$ cat config.mk
export PLATFORM = sky130hd
export DESIGN_NAME = page_request_queue_iface
export DESIGN_NICKNAME = d
export VERILOG_FILES = /design/src/common/prq_pkg.sv /design/src/hdl/sticky_flags.sv /design/src/hdl/page_request_queue_iface.sv
export SDC_FILE = /design/constraint.sdc
export NUM_CORES = 1
export LEC_CHECK = 0
export BUFFER_PORTS_ARGS = -buffer_cell sky130_fd_sc_hd__buf_2
export CORE_ASPECT_RATIO = 1.5
export CORE_MARGIN = 2
export CORE_UTILIZATION = 25
export CTS_BUF_LIST = sky130_fd_sc_hd__clkbuf_8 sky130_fd_sc_hd__clkbuf_16
export CTS_CLUSTER_DIAMETER = 60
export DETAILED_ROUTE_END_ITERATION = 10
export GPL_ROUTABILITY_DRIVEN = 0
export PLACE_DENSITY_LB_ADDON = 0.05
export SYNTH_ARGS = -nofsm -noshare
export SYNTH_HDL_FRONTEND = slang
export SYNTH_SLANG_ARGS = --single-unit
$ cat constraint.sdc
create_clock -name sys_clk -period 3.63 [get_ports sys_clk]
set_input_delay 1.089 -clock sys_clk [delete_from_list [all_inputs] [get_ports sys_clk]]
set_output_delay 1.089 -clock sys_clk [all_outputs]
set_load 0.1 [all_outputs]
$ cat src/common/prq_pkg.sv
// How it works
// - without request queue support every register reads zero and ignores writes
// - consumer offset sits in bits 18:5, software advances it after consuming
// - producer offset sits in bits 18:5, where hardware writes the next entry
// - queue base is bits 63:12 of the address register, 4KB aligned
// - base bits at or above the host address width are not kept
// - size code X gives 2^X pages, 2^(X+7) entries
// - overflow sets status bit 1; writing one clears it
// - the overflowing request and any while overflow stays set are discarded
// - overflow raises a page request event
// - each added entry sets status bit 0; writing one clears it
// - while the event mask is set, reset value one, the event message waits
// - a flag set while another status flag is set is no new event
package prq_pkg;
  localparam logic [11:0] OFF_CONSUMER_LO = 12'h0C0;
  localparam logic [11:0] OFF_CONSUMER_HI = 12'h0C4;
  localparam logic [11:0] OFF_PRODUCER_LO = 12'h0C8;
  localparam logic [11:0] OFF_PRODUCER_HI = 12'h0CC;
  localparam logic [11:0] OFF_BASE_LO     = 12'h0D0;
  localparam logic [11:0] OFF_BASE_HI     = 12'h0D4;
  localparam logic [11:0] OFF_STATUS      = 12'h0DC;
  localparam logic [11:0] OFF_EVENT_CTL   = 12'h0E0;
  localparam logic [11:0] OFF_IRQ_STATUS  = 12'h0F0;
  localparam logic [11:0] OFF_IRQ_MASK    = 12'h0F4;
  localparam int OFS_LSB      = 5;
  localparam int OFS_MSB      = 18;
  localparam int OFS_W        = OFS_MSB - OFS_LSB + 1;
  localparam int BASE_LSB     = 12;
  localparam int SIZE_W       = 3;
  localparam int ENTRY_SHIFT  = 7;
  localparam int BIT_PENDING  = 0;
  localparam int BIT_OVERFLOW = 1;
  localparam int BIT_MASK     = 31;
  localparam int BIT_OUTSTAND = 30;
  localparam logic MASK_RESET = 1'b1;
  localparam logic [31:0] ZERO_WORD = 32'h00000000;
  typedef struct packed {
    logic        psel;
    logic        penable;
    logic        pwrite;
    logic [11:0] paddr;
    logic [31:0] pwdata;
  } apb_req_t;
  typedef struct packed {
    logic        pready;
    logic        pslverr;
    logic [31:0] prdata;
  } apb_rsp_t;
  typedef struct packed {
    logic        valid;
    logic [63:0] addr;
  } entry_write_t;
endpackage

$ cat src/hdl/sticky_flags.sv
`timescale 1ns/1ps
module sticky_flags #(
  parameter int W = 2
) (
  input  wire logic         sys_clk,
  input  wire logic         reset_n,
  input  wire logic [W-1:0] setBits,
  input  wire logic [W-1:0] clearBits,
  output logic      [W-1:0] flags
);
  typedef struct packed {
    logic [W-1:0] flags;
  } sticky_state_t;
  sticky_state_t state;
  sticky_state_t next_state;
  always_comb begin
    next_state = state;
    // set wins over clear
    next_state.flags = (state.flags & ~clearBits) | setBits;
  end
  always_ff @(posedge sys_clk or negedge reset_n) begin
    if (!reset_n) begin
      state <= '0;
    end else begin
      state <= next_state;
    end
  end
  assign flags = state.flags;
endmodule

$ cat src/hdl/page_request_queue_iface.sv
// Chosen here: the APB interface to the registers.
`timescale 1ns/1ps
module page_request_queue_iface #(
  parameter int HOST_ADDR_WIDTH = 48
) (
  input  wire logic                  sys_clk,
  input  wire logic                  reset_n,
  input  wire logic                  requestQueueSupported,
  input  wire prq_pkg::apb_req_t     apbReq,
  output prq_pkg::apb_rsp_t          apbRsp,
  input  wire logic                  pageRequest,
  output logic                       requestAccepted,
  output logic                       requestDiscarded,
  output prq_pkg::entry_write_t      entryWrite,
  output logic                       eventMessage,
  output logic                       irq
);
  import prq_pkg::*;

  typedef struct packed {
    apb_rsp_t                 rsp;
    logic [OFS_W-1:0]         consumerOffset;
    logic [OFS_W-1:0]         producerOffset;
    logic [63:BASE_LSB]       queueBaseAddress;
    logic [SIZE_W-1:0]        queueSizeCode;
    logic                     eventMask;
    logic                     eventOutstanding;
    logic                     accepted;
    logic                     discarded;
    entry_write_t             entry;
    logic                     message;
    logic [1:0]               irqMask;
    logic                     irq;
  } core_state_t;

  core_state_t state;
  core_state_t next_state;
  logic [1:0]  statusFlags;
  logic [1:0]  statusSet;
  logic [1:0]  statusClear;
  logic [1:0]  irqFlags;
  logic [1:0]  irqSet;
  logic [1:0]  irqClear;

  logic             apbWrite;
  logic             apbRead;
  logic [OFS_W-1:0] entryMask;
  logic [OFS_W-1:0] advancedTail;
  logic             wouldOverflow;
  logic             acceptNow;
  logic             overflowNow;
  logic             newEvent;
  logic [63:0]      baseKept;

  sticky_flags #(.W(2)) u_status (
    .sys_clk   (sys_clk),
    .reset_n   (reset_n),
    .setBits   (statusSet),
    .clearBits (statusClear),
    .flags     (statusFlags)
  );

  sticky_flags #(.W(2)) u_irq (
    .sys_clk   (sys_clk),
    .reset_n   (reset_n),
    .setBits   (irqSet),
    .clearBits (irqClear),
    .flags     (irqFlags)
  );

  always_comb begin
    apbWrite = apbReq.psel && apbReq.penable && apbReq.pwrite && !state.rsp.pready;
    apbRead  = apbReq.psel && apbReq.penable && !apbReq.pwrite && !state.rsp.pready;
    // entries = 2^(X+7); offset counts 32-byte entries
    entryMask = OFS_W'((32'h00000001 << (32'(state.queueSizeCode) + ENTRY_SHIFT)) - 1);
    advancedTail  = (state.producerOffset + OFS_W'(1)) & entryMask;
    wouldOverflow = (advancedTail == state.consumerOffset);
    acceptNow   = pageRequest && requestQueueSupported && !statusFlags[BIT_OVERFLOW]
                  && !wouldOverflow;
    overflowNow = pageRequest && requestQueueSupported && !statusFlags[BIT_OVERFLOW]
                  && wouldOverflow;
    statusSet = {overflowNow, acceptNow};
    statusClear = '0;
    irqClear    = '0;
    if (apbWrite && requestQueueSupported && apbReq.paddr == OFF_STATUS) begin
      statusClear = apbReq.pwdata[1:0];
    end
    if (apbWrite && requestQueueSupported && apbReq.paddr == OFF_IRQ_STATUS) begin
      irqClear = apbReq.pwdata[1:0];
    end
    irqSet = statusSet;
    // only a set with every flag clear is a fresh event
    newEvent = (|statusSet) && (statusFlags == 2'b00);
    baseKept = '0;
    baseKept[HOST_ADDR_WIDTH-1:BASE_LSB] = state.queueBaseAddress[HOST_ADDR_WIDTH-1:BASE_LSB];
  end

  always_comb begin
    next_state = state;
    next_state.rsp.pready  = 1'b0;
    next_state.rsp.pslverr = 1'b0;
    next_state.rsp.prdata  = ZERO_WORD;
    next_state.accepted    = acceptNow;
    next_state.discarded   = overflowNow || (pageRequest && statusFlags[BIT_OVERFLOW]);
    next_state.message     = 1'b0;
    next_state.entry.valid = acceptNow;
    next_state.entry.addr  = baseKept | 64'({state.producerOffset, 5'h00});
    if (acceptNow) begin
      next_state.producerOffset = advancedTail;
    end
    if (newEvent) begin
      next_state.eventOutstanding = 1'b1;
    end
    if (state.eventOutstanding && !state.eventMask) begin
      next_state.message          = 1'b1;
      next_state.eventOutstanding = newEvent;
    end
    if (state.eventOutstanding && !statusFlags[BIT_PENDING] && !statusFlags[BIT_OVERFLOW]
        && !newEvent) begin
      next_state.eventOutstanding = 1'b0;
    end
    if (apbReq.psel && apbReq.penable && !state.rsp.pready) begin
      next_state.rsp.pready = 1'b1;
    end
    if (apbWrite && requestQueueSupported) begin
      unique case (apbReq.paddr)
        OFF_CONSUMER_LO: next_state.consumerOffset = apbReq.pwdata[OFS_MSB:OFS_LSB];
        OFF_PRODUCER_LO: next_state.producerOffset = apbReq.pwdata[OFS_MSB:OFS_LSB];
        OFF_BASE_LO: begin
          next_state.queueBaseAddress[31:BASE_LSB] = apbReq.pwdata[31:BASE_LSB];
          next_state.queueSizeCode = apbReq.pwdata[SIZE_W-1:0];
        end
        OFF_BASE_HI: next_state.queueBaseAddress[63:32] = apbReq.pwdata;
        OFF_EVENT_CTL: next_state.eventMask = apbReq.pwdata[BIT_MASK];
        OFF_IRQ_MASK: next_state.irqMask = apbReq.pwdata[1:0];
        default: begin
        end
      endcase
    end
    if (apbRead && requestQueueSupported) begin
      unique case (apbReq.paddr)
        OFF_CONSUMER_LO: next_state.rsp.prdata[OFS_MSB:OFS_LSB] = state.consumerOffset;
        OFF_PRODUCER_LO: next_state.rsp.prdata[OFS_MSB:OFS_LSB] = state.producerOffset;
        OFF_BASE_LO: begin
          next_state.rsp.prdata[31:BASE_LSB] = baseKept[31:BASE_LSB];
          next_state.rsp.prdata[SIZE_W-1:0]  = state.queueSizeCode;
        end
        OFF_BASE_HI: next_state.rsp.prdata = baseKept[63:32];
        OFF_STATUS: next_state.rsp.prdata[1:0] = statusFlags;
        OFF_EVENT_CTL: begin
          next_state.rsp.prdata[BIT_MASK]    = state.eventMask;
          next_state.rsp.prdata[BIT_OUTSTAND] = state.eventOutstanding;
        end
        OFF_IRQ_STATUS: next_state.rsp.prdata[1:0] = irqFlags;
        OFF_IRQ_MASK: next_state.rsp.prdata[1:0] = state.irqMask;
        default: begin
        end
      endcase
    end
    next_state.irq = |((irqFlags & ~irqClear | irqSet) & state.irqMask);
  end

  always_ff @(posedge sys_clk or negedge reset_n) begin
    if (!reset_n) begin
      state           <= '0;
      state.eventMask <= MASK_RESET;
    end else begin
      state <= next_state;
    end
  end

  assign apbRsp           = state.rsp;
  assign requestAccepted  = state.accepted;
  assign requestDiscarded = state.discarded;
  assign entryWrite       = state.entry;
  assign eventMessage     = state.message;
  assign irq              = state.irq;
endmodule

==> results.ini, run 1 <==
[yosys]
synth_edf_count=0
ys_seq_area_share_pct=52.8
postSynthCellCount=636
yosysTopAreaCell=dfrtp_1
syn_area_sq_um=7350
synth.distinct_cells=65
synth.top_cell.area_share_pct=52.4
synth_area_leaders=dfrtp_1 (52%), mux2_2 (11%), buf_4 (10%)
ys_ff_latch=155
synthArstFlopShare_pct=100
ys.flop_type=dfrtp_1
synth.avg_cell_area_sq_um=11.6
yosys_warnings=0

[critical_path]
timing_worst_setup_path_type=register to register
required_ps=3950
cp_max_fo=13
start_kind=register
reg2reg_depth=8
arrival_ps=3540
crit_slowest_cell=dfrtp_1
worstPathCellList=nand4_1 > nor4_1 > mux2_2 > or2_2 > and3_4 > a21oi_4 > mux2i_1 > o21ai_1
cpPeakStageDelay_ps=580
crit_path_end_kind=register

[sta]
setup_viol=0
relSlewSlack_pct=52.3
rsz0062_at_grt=no
setup-tns-final_ps=0
period_share_pct=88.7
drv_slew=0
hold_violations=0
whs_ps=391
fin_crit_ps=3220
max_freq_ghz=0.311
tightest_slew_ps=707
skew_ps=9.99

[routing]
drt_iter0_markers=218
vias_per_cell=4.40
avgRoutedWirePerCell_um=19.1
drc=0
vias=4847
first_pass_iters=4
drt-total-wl_um=21100
final_antenna_net_count=0

[grt]
globalRouteOverflowTotal=0
grt_pass1_wl_um=32200
grt_pass1_vias=5210
antenna_found_initial=0
gr-usage-all-layers_pct=14.2
grt_max_degree=68

[die]
start_util_pct=25.5
die-area_sq_um=30800
ios=154
coreArea_sq_um=28800
die_w_um=144
die_h_um=214
rows=76

[layout]
fillCellCount=2989
antenna-diode-count=0
multi_input_area_sq_um=2650
drive_above_1_share_pct=39.2
regArea_sq_um=3880
stdcell_area_sq_um=8530
area_growth_pct=16.0
fin_util_pct=29.6
stdcell_count=1101
final_nets=754

[placed_design]
dpl_cell_area_sq_um=7910
port_buffers=131
dp_hpwl_um=15300
placed_cells=1073

[clock_tree]
post-cts-setup-buffer-count=0
htreeDepth=4
cts_made_buffers=17
hold_buffers=0
cts_resized=0
clockBufferDepth=2
cts_root_buf=clkbuf_16
cts_tree=built
clkSinkCount=155
clock_latency_ps=440
clk_pin_slew_worst_paths_ps=60

[worst_hold_path]
hold_depth=0
hold_class=register to register

[pwr]
cellPowerDensity_nw_per_um2=563
ir_worst_vdd_uv=332
p_leak_nw=4.21

[status]
outcome=finished clean

[job]
maxCapViolations=0

critical path, delay by kind of cell, from the launching register on:
family | cells | cell delay [ps]
multiplexers | 2 | 670
AND/OR/NAND/NOR | 4 | 1280
AO/OA/AOI/OAI | 2 | 570
flip-flops | 1 | 580
state kept, by name, indices dropped and copies added (netlist names), 2 cells and up:
register / count
baseKept: 36
apbRsp: 33
state: 35
u_irq.flags: 2
entryWrite: 44
u_status.flags: 2
synthesized netlist by cell type (11+ instances only):
| master | instances |
|---|---|
| nand3_1 | 14 |
| and3_1 | 16 |
| a22oi_1 | 17 |
| nand2_1 | 31 |
| buf_4 | 99 |
| a21oi_1 | 11 |
| clkbuf_1 | 17 |
| mux2_2 | 70 |
| nor3_1 | 11 |
| dfrtp_1 | 154 |
| nor2_1 | 35 |
| or2_2 | 13 |
layer usage:
| metal | track usage [%] | part of all wire (%) | wire [um] | vias to the layer above |
|---|---|---|---|---|
| li1 | - | - | - | 2242 |
| met1 | 16.3 | 40 | 8390 | 2454 |
| met2 | 25.5 | 54 | 11400 | 132 |
| met3 | 2.99 | 3.9 | 818 | 19 |
| met4 | 5.36 | 2.0 | 431 | 0 |
| met5 | 0 | 0 | 0 | - |
power by group:
part | leakage, nW | switching [mW] | total [mW] | internal (mW)
registers | 2.11 | 0.0791 | 1.89 | 1.81
logic | 1.79 | 0.740 | 0.981 | 0.241
clock network | 0.309 | 0.694 | 1.93 | 1.24
total | 4.21 | 1.51 | 4.80 | 3.29
area by class of cell:
class | count | area share, %
timing repair buffer | 155 | 10.2
clock buffer | 19 | 5.31
clock inverter | 9 | 2.04
sequential | 155 | 45.5
inverter | 6 | 0.264
multi-input combinational | 367 | 31.0
tap | 390 | 5.72
path summary, 6_finish.rpt:
kind,from,to,slack (ps)
min reg2reg,baseKept[26]$_DFFE_PN0P_,entryWrite[26]$_DFF_PN0_,390
min in group asynchronous,reset_n,entryWrite[44]$_DFF_PN0_,670
min,baseKept[26]$_DFFE_PN0P_,entryWrite[26]$_DFF_PN0_,390
max reg2reg,state[135]$_DFF_PN0_,state[141]$_DFF_PN0_,410
max,state[135]$_DFF_PN0_,state[141]$_DFF_PN0_,410
max in group asynchronous,reset_n,baseKept[18]$_DFFE_PN0P_,2110
cells in the final DEF, fill, tap and decap left out, types with 6 or more instances in the layout:
cell       synthesis  final
dfrtp_1          154    154
buf_2              8    130
mux2_2            70     70
nor2_1            35     35
nand2_1           31     31
conb_1             1     22
buf_4             99     22
a22oi_1           17     17
clkbuf_16          0     17
and3_1            16     16
nand3_1           14     14
or2_2             13     13
a21oi_1           11     11
nor4_1            10     10
xnor2_1           10     10
o21ai_0           10     10
nor3_1            11     10
inv_1              6      8
mux2i_1            8      8
o21ai_1            6      6
through the flow:
step	power (mW)	setup slack, ps
after global placement	2.92	348
final	4.80	411
after global routing	5.01	209
after CTS	4.88	402
after detailed placement	2.91	322
after floorplan	2.70	534
logic make-up (layout without fill, tap and decap cells):
group | after synthesis | in the layout | share of synthesized area (%)
simple gates | 165 | 165 | 12.3
flops | 155 | 155 | 52.8
buf+inv | 135 | 189 | 12.5
compound gates | 86 | 86 | 8.66
mux | 78 | 78 | 11.8
xor+xnor | 15 | 15 | 1.79
fa+ha+maj | 1 | 1 | 0.170
other cells | 1 | 22 | 0.0510
Note: power is estimated with default switching activity, not from simulation.
==> inputs of run 2 (changes only) <==
BUFFER_PORTS_ARGS = -buffer_cell sky130_fd_sc_hd__buf_4   (was -buffer_cell sky130_fd_sc_hd__buf_2)
==> results.ini, run 2 (synthesis results as in run 1) <==
[clock_tree]
clockBufferDepth=2
clk_pin_slew_worst_paths_ps=70
clkSinkCount=155
htreeDepth=4
cts_resized=0
clock_latency_ps=440
cts_tree=built
cts_made_buffers=17
cts_root_buf=clkbuf_16
hold_buffers=0
post-cts-setup-buffer-count=0

[grt]
antenna_found_initial=0
grt_max_degree=57
gr-usage-all-layers_pct=14.0
grt_pass1_vias=5263
globalRouteOverflowTotal=0
grt_pass1_wl_um=31800

[sta]
postLayoutSetupSlackWorst_ps=492
skew_ps=12.6
drv_slew=0
relSlewSlack_pct=49.6
setup-tns-final_ps=0
tightest_slew_ps=747
fin_crit_ps=3140
period_share_pct=86.4
setup_viol=0
hold_violations=0
whs_ps=389
max_freq_ghz=0.319
rsz0062_at_grt=no

[layout]
antenna-diode-count=0
stdcell_area_sq_um=8820
fillCellCount=2960
stdcell_count=1103
area_growth_pct=20.0
drive_above_1_share_pct=39.4
final_cell_mix=dfrtp_1 (154), buf_4 (151), mux2_2 (70)
largest_register_ffs=44
final_nets=753
fin_util_pct=30.6
final_common_cell=dfrtp_1

[routing]
first_pass_iters=5
drt_iter0_markers=200
avgRoutedWirePerCell_um=18.7
drc=0
vias=4844
final_antenna_net_count=0
vias_per_cell=4.39
drt-total-wl_um=20700

[critical_path]
crit_start=state[135]$_DFF_PN0_
path_buf_inv=0
r2r_start=state[135]$_DFF_PN0_
start_kind=register
cp_max_fo=13
arrival_ps=3460
cpPeakStageDelay_ps=550
required_ps=3950
critPathTopFamily=simple AND/OR/NAND/NOR gates
worstPathCellList=nand4_1 > nor4_1 > mux2_2 > or2_2 > and3_4 > a21oi_4 > mux2i_1 > o21ai_1
crit_slowest_cell=dfrtp_1
timing_worst_setup_path_type=register to register
crit_path_end_kind=register

[die]
rows=76
die-area_sq_um=30800
coreArea_sq_um=28800
die_w_um=144
start_util_pct=25.5
die_h_um=214
ios=154

[job]
maxCapViolations=0

[placed_design]
dpl_cell_area_sq_um=8220
dp_hpwl_um=15000
port_buffers=131
pre_cts_slack_ps=353
placed_cells=1072

[worst_hold_path]
min-delay-start=baseKept[19]$_DFFE_PN0P_
hold_class=register to register

[pwr]
p_leak_nw=4.22
cellPowerDensity_nw_per_um2=538
ir_worst_vdd_uv=316
finalPower_mw=4.75

[status]
outcome=finished clean

## run 2: final timing paths
kind / slack (ps) / end / cells past startpoint
worst max-delay path: 490 / state[140]$_DFF_PN0_ / 8
worst min-delay path: 390 / entryWrite[19]$_DFF_PN0_ / 0
worst max register to register: 490 / state[140]$_DFF_PN0_ / 8
worst min register to register: 390 / entryWrite[19]$_DFF_PN0_ / 0
max in group asynchronous: 2110 / apbRsp[19]$_DFF_PN0_ / 2
min in group asynchronous: 630 / baseKept[33]$_DFFE_PN0P_ / 1
## run 2: final cells by class
class / count / area [sq um] / area share [%]
sequential: 155 / 3880 / 44.0
multi-input combinational: 367 / 2650 / 30.0
timing repair buffer: 154 / 1180 / 13.4
tap: 390 / 488 / 5.53
clock buffer: 17 / 425 / 4.82
clock inverter: 14 / 173 / 1.96
inverter: 6 / 22.5 / 0.255
## run 2: power breakdown
group,total [mW],internal (mW),switching [mW]
logic,1.02,0.280,0.742
registers,1.89,1.81,0.0811
clock network,1.83,1.08,0.754
## run 2: layer usage
metal | vias to the layer above | GRT usage [%] | wire length [um]
met1 | 2456 | 16.1 | 8260
met2 | 126 | 25.1 | 11100
met3 | 18 | 3.66 | 937
met4 | 0 | 4.08 | 312
li1 | 2244 | - | -
met5 | - | 0 | 0
